<file path="src/design/ttf_defs.svh">
// constants for the trigger timing and forwarding register slice
// assumes an apb slave with 32-bit data, one register per aligned word
// Functional notes
// - high period bytes at 0x19/0x1a, reset zero
// - trigger high lasts high value plus one
// - low period bytes at 0x1b/0x1c, reset zero
// - trigger low lasts low value plus one
// - frame limit at 0x1d/0x1e, low resets 0x04
// - raw mode inserts frame number in packets
// - zero limit gives frame number always zero
// - nonzero limit counts one to limit, wraps
// - bit 3 of 0x1f selects internal oscillator
// - two-bit lane rate field, resets to 10
// - bits 7:4 of 0x20 disable forwarding, reset one
// - bits 3:1 of 0x20 route ports to output
// - split mode separate, equal mode 24-bit value
// - bit 0 of 0x20 routes port 0
`ifndef TTF_DEFS_SVH
`define TTF_DEFS_SVH

// register indices (printed offsets are not all multiples of four)
`define TTF_IDX_HIGH_UPPER  8'h19
`define TTF_IDX_HIGH_LOWER  8'h1a
`define TTF_IDX_LOW_UPPER   8'h1b
`define TTF_IDX_LOW_LOWER   8'h1c
`define TTF_IDX_LIMIT_UPPER 8'h1d
`define TTF_IDX_LIMIT_LOWER 8'h1e
`define TTF_IDX_CLOCK_CTRL  8'h1f
`define TTF_IDX_FWD_CTRL    8'h20
// own control register for trigger enable and duty mode
`define TTF_IDX_TRIG_CTRL   8'h21
// own status register for trigger level and frame number
`define TTF_IDX_STATUS      8'h22

// reset values
`define TTF_RST_HIGH        8'h00
`define TTF_RST_LOW         8'h00
`define TTF_RST_LIMIT_UPPER 8'h00
`define TTF_RST_LIMIT_LOWER 8'h04
`define TTF_RST_LANE_RATE   2'h2
`define TTF_RST_FWD_OFF     4'hf
`define TTF_RST_ROUTE       4'h0

// field positions
`define TTF_BIT_OSC_SEL     3
`define TTF_BIT_REF_MODE    2
`define TTF_BIT_TRIG_EN     0
`define TTF_BIT_DUTY_MODE   1

`endif

</file>
<file path="src/design/ttf_pkg.sv">
// types for the trigger timing and forwarding register slice
// assumes ttf_defs.svh supplies the numeric constants
package ttf_pkg;
    // trigger generator phase
    typedef enum logic [1:0] {
        TTF_IDLE = 2'b00,
        TTF_HIGH = 2'b01,
        TTF_LOW  = 2'b10
    } ttf_phase_t;

    // lane rate codes
    typedef enum logic [1:0] {
        TTF_RATE_1G5 = 2'b00,
        TTF_RATE_1G2 = 2'b01,
        TTF_RATE_800 = 2'b10,
        TTF_RATE_400 = 2'b11
    } ttf_rate_t;
endpackage

</file>
<file path="src/design/ttf_frame_counter.sv">
// frame number generator for raw-mode frame start and end packets
// assumes frameTick is a one-cycle pulse from same-clock logic
`timescale 1ns/100ps
module ttf_frame_counter (
    input  wire logic        clk_sys,
    input  wire logic        reset_n,
    input  wire logic        rawMode,     // raw receive mode active
    input  wire logic        frameTick,   // one pulse per frame
    input  wire logic [15:0] frameLimit,  // maximum frame count
    output logic      [15:0] frameNumber  // number put in packets
);
    // counts 1..limit then wraps; zero limit pins number at zero
    always_ff @(posedge clk_sys or negedge reset_n) begin
        if (!reset_n) begin
            frameNumber <= 16'h0000;
        end else if (frameLimit == 16'h0000) begin
            frameNumber <= 16'h0000;
        end else if (rawMode && frameTick) begin
            // a shrunk limit below the count also wraps to one
            if (frameNumber >= frameLimit) begin
                frameNumber <= 16'h0001;
            end else begin
                frameNumber <= frameNumber + 16'h0001;
            end
        end
    end
endmodule // ttf_frame_counter

</file>
<file path="src/design/ttf_regs.sv">
// trigger timing, frame number limit, clock and forwarding registers
// assumes an apb master on clk_sys and a same-clock trigger timebase
`timescale 1ns/100ps
`include "ttf_defs.svh"
module ttf_regs (
    input  wire logic        clk_sys,
    input  wire logic        reset_n,
    input  wire logic        psel,
    input  wire logic        penable,
    input  wire logic        pwrite,
    input  wire logic [31:0] paddr,
    input  wire logic [31:0] pwdata,
    input  wire logic [3:0]  pstrb,
    output logic      [31:0] prdata,
    output logic             pready,
    output logic             pslverr,
    input  wire logic        timebaseTick,  // trigger timebase enable
    input  wire logic        rawMode,       // raw receive mode
    input  wire logic        frameTick,     // frame start pulse
    output logic             cameraTriggerPulse,
    output logic      [15:0] frameNumber,
    output logic             internalOscSelect,
    output logic             refClockHalf,
    output logic      [1:0]  laneRate,
    output logic      [3:0]  portForwardOff,
    output logic      [3:0]  portOutputRoute
);
    // stored register bytes
    logic [7:0]  highUpper_reg;           // high period bits 15:8
    logic [7:0]  highLower_reg;           // high period bits 7:0
    logic [7:0]  lowUpper_reg;            // low period bits 15:8
    logic [7:0]  lowLower_reg;            // low period bits 7:0
    logic [7:0]  limitUpper_reg;          // frame limit bits 15:8
    logic [7:0]  limitLower_reg;          // frame limit bits 7:0
    logic        trigEnable_reg;          // generator on
    logic        dutyMode_reg;            // 1 selects equal duty
    logic [23:0] periodCount_reg;         // timebase ticks left in phase
    ttf_pkg::ttf_phase_t phase_reg;       // generator phase
    ttf_pkg::ttf_phase_t phase_next;      // next phase
    logic [7:0]  wordIndex;               // register index from paddr
    logic        addrAligned;             // low address bits and bits 31:10 are zero
    logic        mapped;                  // index hits a register
    logic        setupWrite;              // write in access phase
    logic        accessDone;              // access phase this cycle
    logic [23:0] highLoad;                // high phase reload value
    logic [23:0] lowLoad;                 // low phase reload value
    logic [15:0] frameCount;              // counter output
    logic [31:0] readValue;               // read mux result

    // decode: byte address is four times the index
    assign wordIndex   = paddr[9:2];
    assign addrAligned = (paddr[1:0] == 2'h0) && (paddr[31:10] == 22'h0);
    assign mapped      = addrAligned &&
                         (wordIndex >= `TTF_IDX_HIGH_UPPER) &&
                         (wordIndex <= `TTF_IDX_STATUS);
    assign accessDone  = psel && penable;
    // only lane 0 carries the 8-bit registers
    assign setupWrite  = accessDone && pwrite && mapped && pstrb[0];

    // zero wait state answer; unmapped access reports slverr
    always_ff @(posedge clk_sys or negedge reset_n) begin
        if (!reset_n) begin
            pready  <= 1'b0;
            pslverr <= 1'b0;
        end else begin
            // ready pulses in the access cycle one after setup
            pready  <= psel && !penable && !pready;
            pslverr <= psel && !penable && !pready && !mapped;
        end
    end

    // register writes take effect at the completing edge
    always_ff @(posedge clk_sys or negedge reset_n) begin
        if (!reset_n) begin
            highUpper_reg     <= `TTF_RST_HIGH;
            highLower_reg     <= `TTF_RST_HIGH;
            lowUpper_reg      <= `TTF_RST_LOW;
            lowLower_reg      <= `TTF_RST_LOW;
            limitUpper_reg    <= `TTF_RST_LIMIT_UPPER;
            limitLower_reg    <= `TTF_RST_LIMIT_LOWER;
            internalOscSelect <= 1'b0;
            refClockHalf      <= 1'b0;
            laneRate          <= `TTF_RST_LANE_RATE;
            portForwardOff    <= `TTF_RST_FWD_OFF;
            portOutputRoute   <= `TTF_RST_ROUTE;
            trigEnable_reg    <= 1'b0;
            dutyMode_reg      <= 1'b0;
        end else if (setupWrite && pready) begin
            case (wordIndex)
                `TTF_IDX_HIGH_UPPER: begin
                    highUpper_reg <= pwdata[7:0];
                end
                `TTF_IDX_HIGH_LOWER: begin
                    highLower_reg <= pwdata[7:0];
                end
                `TTF_IDX_LOW_UPPER: begin
                    lowUpper_reg <= pwdata[7:0];
                end
                `TTF_IDX_LOW_LOWER: begin
                    lowLower_reg <= pwdata[7:0];
                end
                `TTF_IDX_LIMIT_UPPER: begin
                    limitUpper_reg <= pwdata[7:0];
                end
                `TTF_IDX_LIMIT_LOWER: begin
                    limitLower_reg <= pwdata[7:0];
                end
                `TTF_IDX_CLOCK_CTRL: begin
                    // bits 7:4 are reserved and ignored
                    internalOscSelect <= pwdata[`TTF_BIT_OSC_SEL];
                    refClockHalf <= pwdata[`TTF_BIT_REF_MODE];
                    laneRate <= pwdata[1:0];
                end
                `TTF_IDX_FWD_CTRL: begin
                    portForwardOff  <= pwdata[7:4];
                    // bits 3:1 route ports 3..1, bit 0 routes port 0
                    portOutputRoute <= pwdata[3:0];
                end
                `TTF_IDX_TRIG_CTRL: begin
                    trigEnable_reg <= pwdata[`TTF_BIT_TRIG_EN];
                    dutyMode_reg   <= pwdata[`TTF_BIT_DUTY_MODE];
                end
                default: begin
                    // status index is read-only
                end
            endcase
        end
    end

    // reload values; equal duty takes a 24-bit value for both phases
    always_comb begin
        if (dutyMode_reg) begin
            highLoad = {highLower_reg, lowUpper_reg, lowLower_reg};
            lowLoad  = {highLower_reg, lowUpper_reg, lowLower_reg};
        end else begin
            highLoad = {8'h00, highUpper_reg, highLower_reg};
            lowLoad  = {8'h00, lowUpper_reg, lowLower_reg};
        end
    end

    // next phase: a phase ends when its count is spent on a tick
    always_comb begin
        phase_next = phase_reg;
        case (phase_reg)
            ttf_pkg::TTF_IDLE: begin
                if (trigEnable_reg) begin
                    phase_next = ttf_pkg::TTF_HIGH;
                end
            end
            ttf_pkg::TTF_HIGH: begin
                if (!trigEnable_reg) begin
                    phase_next = ttf_pkg::TTF_IDLE;
                end else if (timebaseTick && periodCount_reg == 24'h0) begin
                    phase_next = ttf_pkg::TTF_LOW;
                end
            end
            ttf_pkg::TTF_LOW: begin
                if (!trigEnable_reg) begin
                    phase_next = ttf_pkg::TTF_IDLE;
                end else if (timebaseTick && periodCount_reg == 24'h0) begin
                    phase_next = ttf_pkg::TTF_HIGH;
                end
            end
            default: begin
                phase_next = ttf_pkg::TTF_IDLE;
            end
        endcase
    end

    // phase register and period counter; value n lasts n+1 ticks
    always_ff @(posedge clk_sys or negedge reset_n) begin
        if (!reset_n) begin
            phase_reg       <= ttf_pkg::TTF_IDLE;
            periodCount_reg <= 24'h0;
        end else begin
            phase_reg <= phase_next;
            if (phase_next == ttf_pkg::TTF_HIGH &&
                phase_reg != ttf_pkg::TTF_HIGH) begin
                periodCount_reg <= highLoad;
            end else if (phase_next == ttf_pkg::TTF_LOW &&
                         phase_reg != ttf_pkg::TTF_LOW) begin
                periodCount_reg <= lowLoad;
            end else if (timebaseTick && periodCount_reg != 24'h0) begin
                periodCount_reg <= periodCount_reg - 24'h1;
            end
        end
    end

    // trigger output straight from a flip-flop
    always_ff @(posedge clk_sys or negedge reset_n) begin
        if (!reset_n) begin
            cameraTriggerPulse <= 1'b0;
        end else begin
            cameraTriggerPulse <= (phase_next == ttf_pkg::TTF_HIGH);
        end
    end

    // frame numbering for raw-mode packets
    ttf_frame_counter u_frame (
        .clk_sys     (clk_sys),
        .reset_n     (reset_n),
        .rawMode     (rawMode),
        .frameTick   (frameTick),
        .frameLimit  ({limitUpper_reg, limitLower_reg}),
        .frameNumber (frameCount)
    );

    // registered copy keeps the output straight from a flip-flop
    always_ff @(posedge clk_sys or negedge reset_n) begin
        if (!reset_n) begin
            frameNumber <= 16'h0000;
        end else begin
            frameNumber <= frameCount;
        end
    end

    // read mux; unmapped and reserved bits read as zero
    always_comb begin
        readValue = 32'h0;
        case (wordIndex)
            `TTF_IDX_HIGH_UPPER:  readValue = {24'h0, highUpper_reg};
            `TTF_IDX_HIGH_LOWER:  readValue = {24'h0, highLower_reg};
            `TTF_IDX_LOW_UPPER:   readValue = {24'h0, lowUpper_reg};
            `TTF_IDX_LOW_LOWER:   readValue = {24'h0, lowLower_reg};
            `TTF_IDX_LIMIT_UPPER: readValue = {24'h0, limitUpper_reg};
            `TTF_IDX_LIMIT_LOWER: readValue = {24'h0, limitLower_reg};
            `TTF_IDX_CLOCK_CTRL: begin
                readValue = {28'h0, internalOscSelect, refClockHalf,
                             laneRate};
            end
            `TTF_IDX_FWD_CTRL: begin
                readValue = {24'h0, portForwardOff, portOutputRoute};
            end
            `TTF_IDX_TRIG_CTRL: begin
                readValue = {30'h0, dutyMode_reg, trigEnable_reg};
            end
            `TTF_IDX_STATUS: begin
                readValue = {15'h0, cameraTriggerPulse, frameNumber};
            end
            default: readValue = 32'h0;
        endcase
        if (!mapped) begin
            readValue = 32'h0;
        end
    end

    // read data registered alongside pready
    always_ff @(posedge clk_sys or negedge reset_n) begin
        if (!reset_n) begin
            prdata <= 32'h0;
        end else if (psel && !penable && !pwrite) begin
            prdata <= readValue;
        end
    end
endmodule // ttf_regs

</file>
<file path="config.mk">
export PLATFORM = sky130hd
export DESIGN_NAME = ttf_regs
export DESIGN_NICKNAME = d
export VERILOG_FILES = /design/src/design/ttf_pkg.sv /design/src/design/ttf_frame_counter.sv /design/src/design/ttf_regs.sv
export VERILOG_INCLUDE_DIRS = /design/src /design/src/design
export SDC_FILE = /design/constraint.sdc
export NUM_CORES = 1
export LEC_CHECK = 0
export BUFFER_PORTS_ARGS = -buffer_cell sky130_fd_sc_hd__buf_2
export CORE_UTILIZATION = 45
export DETAILED_ROUTE_END_ITERATION = 6
export PLACE_DENSITY = 0.7
export SYNTH_ARGS = -nofsm -noshare
export SYNTH_HDL_FRONTEND = slang
export SYNTH_SLANG_ARGS = --single-unit
</file>
<file path="constraint.sdc">
create_clock -name clk_sys -period 4.4 [get_ports clk_sys]
set_input_delay 1.32 -clock clk_sys [delete_from_list [all_inputs] [get_ports clk_sys]]
set_output_delay 1.32 -clock clk_sys [all_outputs]
set_load 0.1 [all_outputs]
</file>
* Yosys cells after proc, flatten, opt, wreduce, memory -nomap -nowiden *
Cells that the tools add are included.

storage, ports and cells
  register bits after elaboration = 155
  latch bits = 0
  memory bits (writable) = 0
  bits in read-only memories = 0
  output and inout port bits = 63
  memories = 0

cells by class
  add/subtract/negate cells = 2
  multiply operators = 0
  divide/modulo/power cells = 0
  $lt $le $gt $ge = 3
  equality and inequality tests = 16
  shifts and indexed selects = 0
  mux-type cells = 16
  bitwise gates (word level) = 0
  reductions and logical operators = 38

operators by type and width
  kind                     number
  $pmux W17 S10            1
  $mux W24                 5
  $eq A8 B5 Y1 const B     7
  $mux W16                 3
  $mux W32                 1
  $eq A8 B6 Y1 const B     3
  $logic_not A24 Y1        1
  $reduce_bool A24 Y1      1
  $sub A24 B1 Y24 const B  1
  $logic_not A22 Y1        1
  $reduce_and A2 Y1        9
  $logic_and A1 B1 Y1      17
  $add A16 B1 Y16 const B  1
  $ge A16 B16 Y1           1
  $logic_not A16 Y1        1
  $mux W2                  5
  $ge A8 B5 Y1 const B     1
  $le A8 B6 Y1 const B     1
  $pmux W2 S3              1
  $eq A2 B1 Y1 const B     2
  $eq A2 B2 Y1 const B     2
  $logic_not A1 Y1         4
  $logic_not A2 Y1         2
  $reduce_bool A3 Y1       1
  3 further kinds          3

* Logic depth before layout (Yosys ltp) *
  word-level depth = 9
  gate-level depth with buffers = 11
  depth with buffers taken out = 8

* Cells and area by module *
From an unflattened synthesis, not the netlist that was laid out.

unflattened totals
  cells, all modules = 753
  area, all modules = 7,872.6 µm²

by module, submodules not included
  module             instances  cells each  area an instance (µm²)
  ttf_regs           1          605         6,516.2
  ttf_frame_counter  1          148         1,356.3

* Worst setup path before layout *
Ideal clock, no wire load.

  kind = in2reg
  start point = input paddr[4]
  end point = register prdata[10]
  library setup time = 0.069 ns
  arrival = 2.905 ns
  path slack = 1.426 ns
  stages = 6
  buffers on the path = 1
  path through = buf_2 > nor4b_2 > a21oi_1 > or4_4 > nor3_2 > a22o_1

on the way
  cells in the longest elaborated chain, start to end = 4

RTL lines
  element                           line             RTL
  start: declaration                ttf_regs.sv:11   input wire logic [31:0] paddr,
  $ge A8 B5 Y1 (no source line)     n/a
  $logic_and A1 B1 Y1 (2 in a row)  ttf_regs.sv:53   assign mapped = addrAligned &&
  $mux W32 (*)                      ttf_regs.sv:242  if (!mapped) begin
  end signal: assignment            ttf_regs.sv:252  prdata <= readValue;
  end: declaration                  ttf_regs.sv:14   output logic [31:0] prdata,

Mark *: on every way between the ends. The rest lies on a longest branch, timed or not.
A chain may end at the register's enable or synchronous reset.

* Worst setup path in the final report *
  start point = input paddr[15]
  end point = register lowLower_reg[2]

on the way
  cells in the longest elaborated chain, start to end = 8

RTL lines
  element                             line             RTL
  $logic_not A22 Y1                   ttf_regs.sv:52   assign addrAligned = (paddr[1:0] == 2'h0) && (paddr[31:10] == 22'h0);
  $logic_and A1 B1 Y1                 ttf_regs.sv:52
  $logic_and A1 B1 Y1 (2 in a row)    ttf_regs.sv:53
  $logic_and A1 B1 Y1 (2 in a row)    ttf_regs.sv:58   assign setupWrite = accessDone && pwrite && mapped && pstrb[0];
  $logic_and A1 B1 Y1                 ttf_regs.sv:88   end else if (setupWrite && pready) begin
  $reduce_and A2 Y1 (no source line)  n/a
  end signal: assignment              ttf_regs.sv:78   lowLower_reg <= `TTF_RST_LOW;
  end signal: assignment              ttf_regs.sv:100  lowLower_reg <= pwdata[7:0];
  end: declaration                    ttf_regs.sv:32   logic [7:0] lowLower_reg;

No other way between the ends.

==> metrics <==
Tmin final 3.08 ns; status complete, no violations; initial antenna violation count 0; Fin. Hold Viols 0; Max Clk Rate ~0.32 GHz; Yosys reg bits 140; cell depth of the worst flop-to-flop path 6; Hold Slack 0.472 ns; RR Endpoint periodCount_reg[9]; Detailed Place HPWL around 14000 um; hold path endpoint frameNumber[15]; post-route cell area between 8000 and 9000 um^2; TNS Setup 0 ns; Worst EP required approximately 4.7 ns; Via density slightly below 6; Post-Syn Area 7680 um^2; crit start category primary input; Lkg Pwr 0.00426 uW; max reg flops 24; Synth area leader dfrtp_1; via count 6081; period utilization 0.700; Distinct cells, synth 74; HP Class reg2reg; Die Height around 130 um; ratio of cells with drive above 1 in the final layout 0.315; WL/cell ~19 um; kind of end point of the critical path register; count of pins over their slew limit 0; row count 47; synth top area cells dfrtp_1 (44%), mux2_2 (12%), nand2_1 (3.2%); H-tree levels 4; RSZ-0062 raised after global routing no; Final Util 0.533; NumNets Final around 910; CP Max Fanout 8; global-route wire length before repair ~31000 um; GR Util All Layers 0.235; DRC Markers 0; vias in the first global route approximately 5.7k; Post-synth EDFFs 0; core area between 15000 and 20000 um^2; top-area cell type share of the netlist area 0.437; Hold Startpoint u_frame.frameNumber[15]; top cells by count, synth dfrtp_1 (134), mux2_2 (83), nand2_1 (65); Die Wd roughly 130 um; post-CTS sizing 0; Mapped Avg Cell Area 10.6 um^2; Setup Buffers After CTS 0; PD cells around 450 nW/um^2; largest net degree at the start of global routing between 100 and 150; Rel. slew slack 0.374; clk slew on worst S/H paths approximately 0.070 ns; die footprint between 15000 and 20000 um^2; dpl cell area slightly above 8000 um^2; Clock Latency Late Sink 0.43 ns; post-route ant nets 0; Hold Crit Depth 0; Max VDD drop around 0.00037 V; n_diodes 0; wirelength, routed 19800 um; yosys warns 0; Longest Clk Path Bufs 2; most common cell in the netlist dfrtp_1; Slew @ Worst Pin 0.939 ns; register area share after synthesis 0.457; Root Buffer clkbuf_16; initial DRC count between 400 and 500; CP arrival between 3 and 4 ns; r2r startpoint periodCount_reg[8]; # setup viols final 0; Syn Inst Count ~730; crit path kind in2reg; CTS Buf Count 17; Initial Util 0.461; FF-to-FF setup slack approximately 1.6 ns; hold_buf cts 0; routability cong. roughly 0.84; ys flop type dfrtp_1; Final Skew 0.0109 ns; 1st-pass router iterations 4; CTS tree done; gr ovfl total 0; IO buf count 96; Sink Count 140; asr flop ratio synth 1.00; max-capacitance violation count 0; I/O pin count about 140; Layout area overhead 15.6%
-- cell type report --
type,instances,area (um^2)
Inverter,22,82.6
Sequential cell,140,3510
Clock buffer,17,425
Clock inverter,15,148
Timing Repair Buffer,110,592
Fill cell,1499,7760
Tap cell,220,275
Multi-Input combinational cell,528,3840
-- through the flow --
stage	cells	worst slack (ns)	total power, uW
final	1052	1.32	3980
after global routing	1052	1.14	4200
after CTS	1052	1.32	4000
after detailed placement	1020	0.905	2610
after global placement	1020	0.922	2590
after floorplan	739	1.43	2480
-- where the power goes --
part	internal [uW]	switching (uW)	total, uW
Sequential	1360	32.8	1400
Combinational	432	754	1190
Clock	754	642	1400
Total	2550	1430	3980
-- cell families (layout without fill, tap and decap cells) --
| group | Yosys count | count (layout) | share of synthesized area |
|---|---|---|---|
| mux | 91 | 91 | 0.135 |
| compound gates | 160 | 160 | 0.144 |
| other cells | 1 | 15 | 0.000488 |
| xor+xnor | 26 | 26 | 0.0297 |
| simple gates | 217 | 217 | 0.153 |
| fa+ha+maj | 19 | 19 | 0.0310 |
| flops | 140 | 140 | 0.457 |
| buf+inv | 71 | 164 | 0.0497 |
-- critical path, stage by stage --
cell and delay (ns):
buf_2 0.09, nor4_1 0.31, nand4_1 0.18, nor3_1 0.46, nand4_1 0.57, mux2_2 0.47
-- cell usage in the layout, fill, tap and decap left out, types with 15 or more instances in the layout --
master / count
buf_2: 95
nor2_1: 40
o21ai_0: 26
inv_1: 22
mux2_2: 83
nor3_1: 20
conb_1: 15
clkbuf_16: 17
ha_1: 19
nand2_1: 65
nor4_1: 16
dfrtp_1: 134
a21oi_1: 35
-- how the worst max path moves through the flow --
stage              start              end  slack [ns]  cells after the start
5_1_grt        paddr[15]  lowLower_reg[2]        1.14                      6
4_1_cts         paddr[4]  lowLower_reg[2]        1.32                      6
2_1_floorplan   paddr[4]       prdata[10]        1.43                      6
6_report       paddr[15]  lowLower_reg[2]        1.32                      6
3_3_place_gp   paddr[15]  lowLower_reg[2]        0.92                      6
3_5_place_dp    paddr[4]  lowLower_reg[2]        0.91                      6
-- per-layer routing --
| layer | track usage | up-vias | wire length, um |
|---|---|---|---|
| li1 | - | 2847 | - |
| met1 | 0.346 | 3011 | 9570 |
| met2 | 0.339 | 198 | 8710 |
| met3 | 0.0498 | 25 | 1130 |
| met4 | 0.0868 | 0 | 397 |
| met5 | 0 | - | 0 |
No activity file was read; power rests on OpenSTA's default activity.
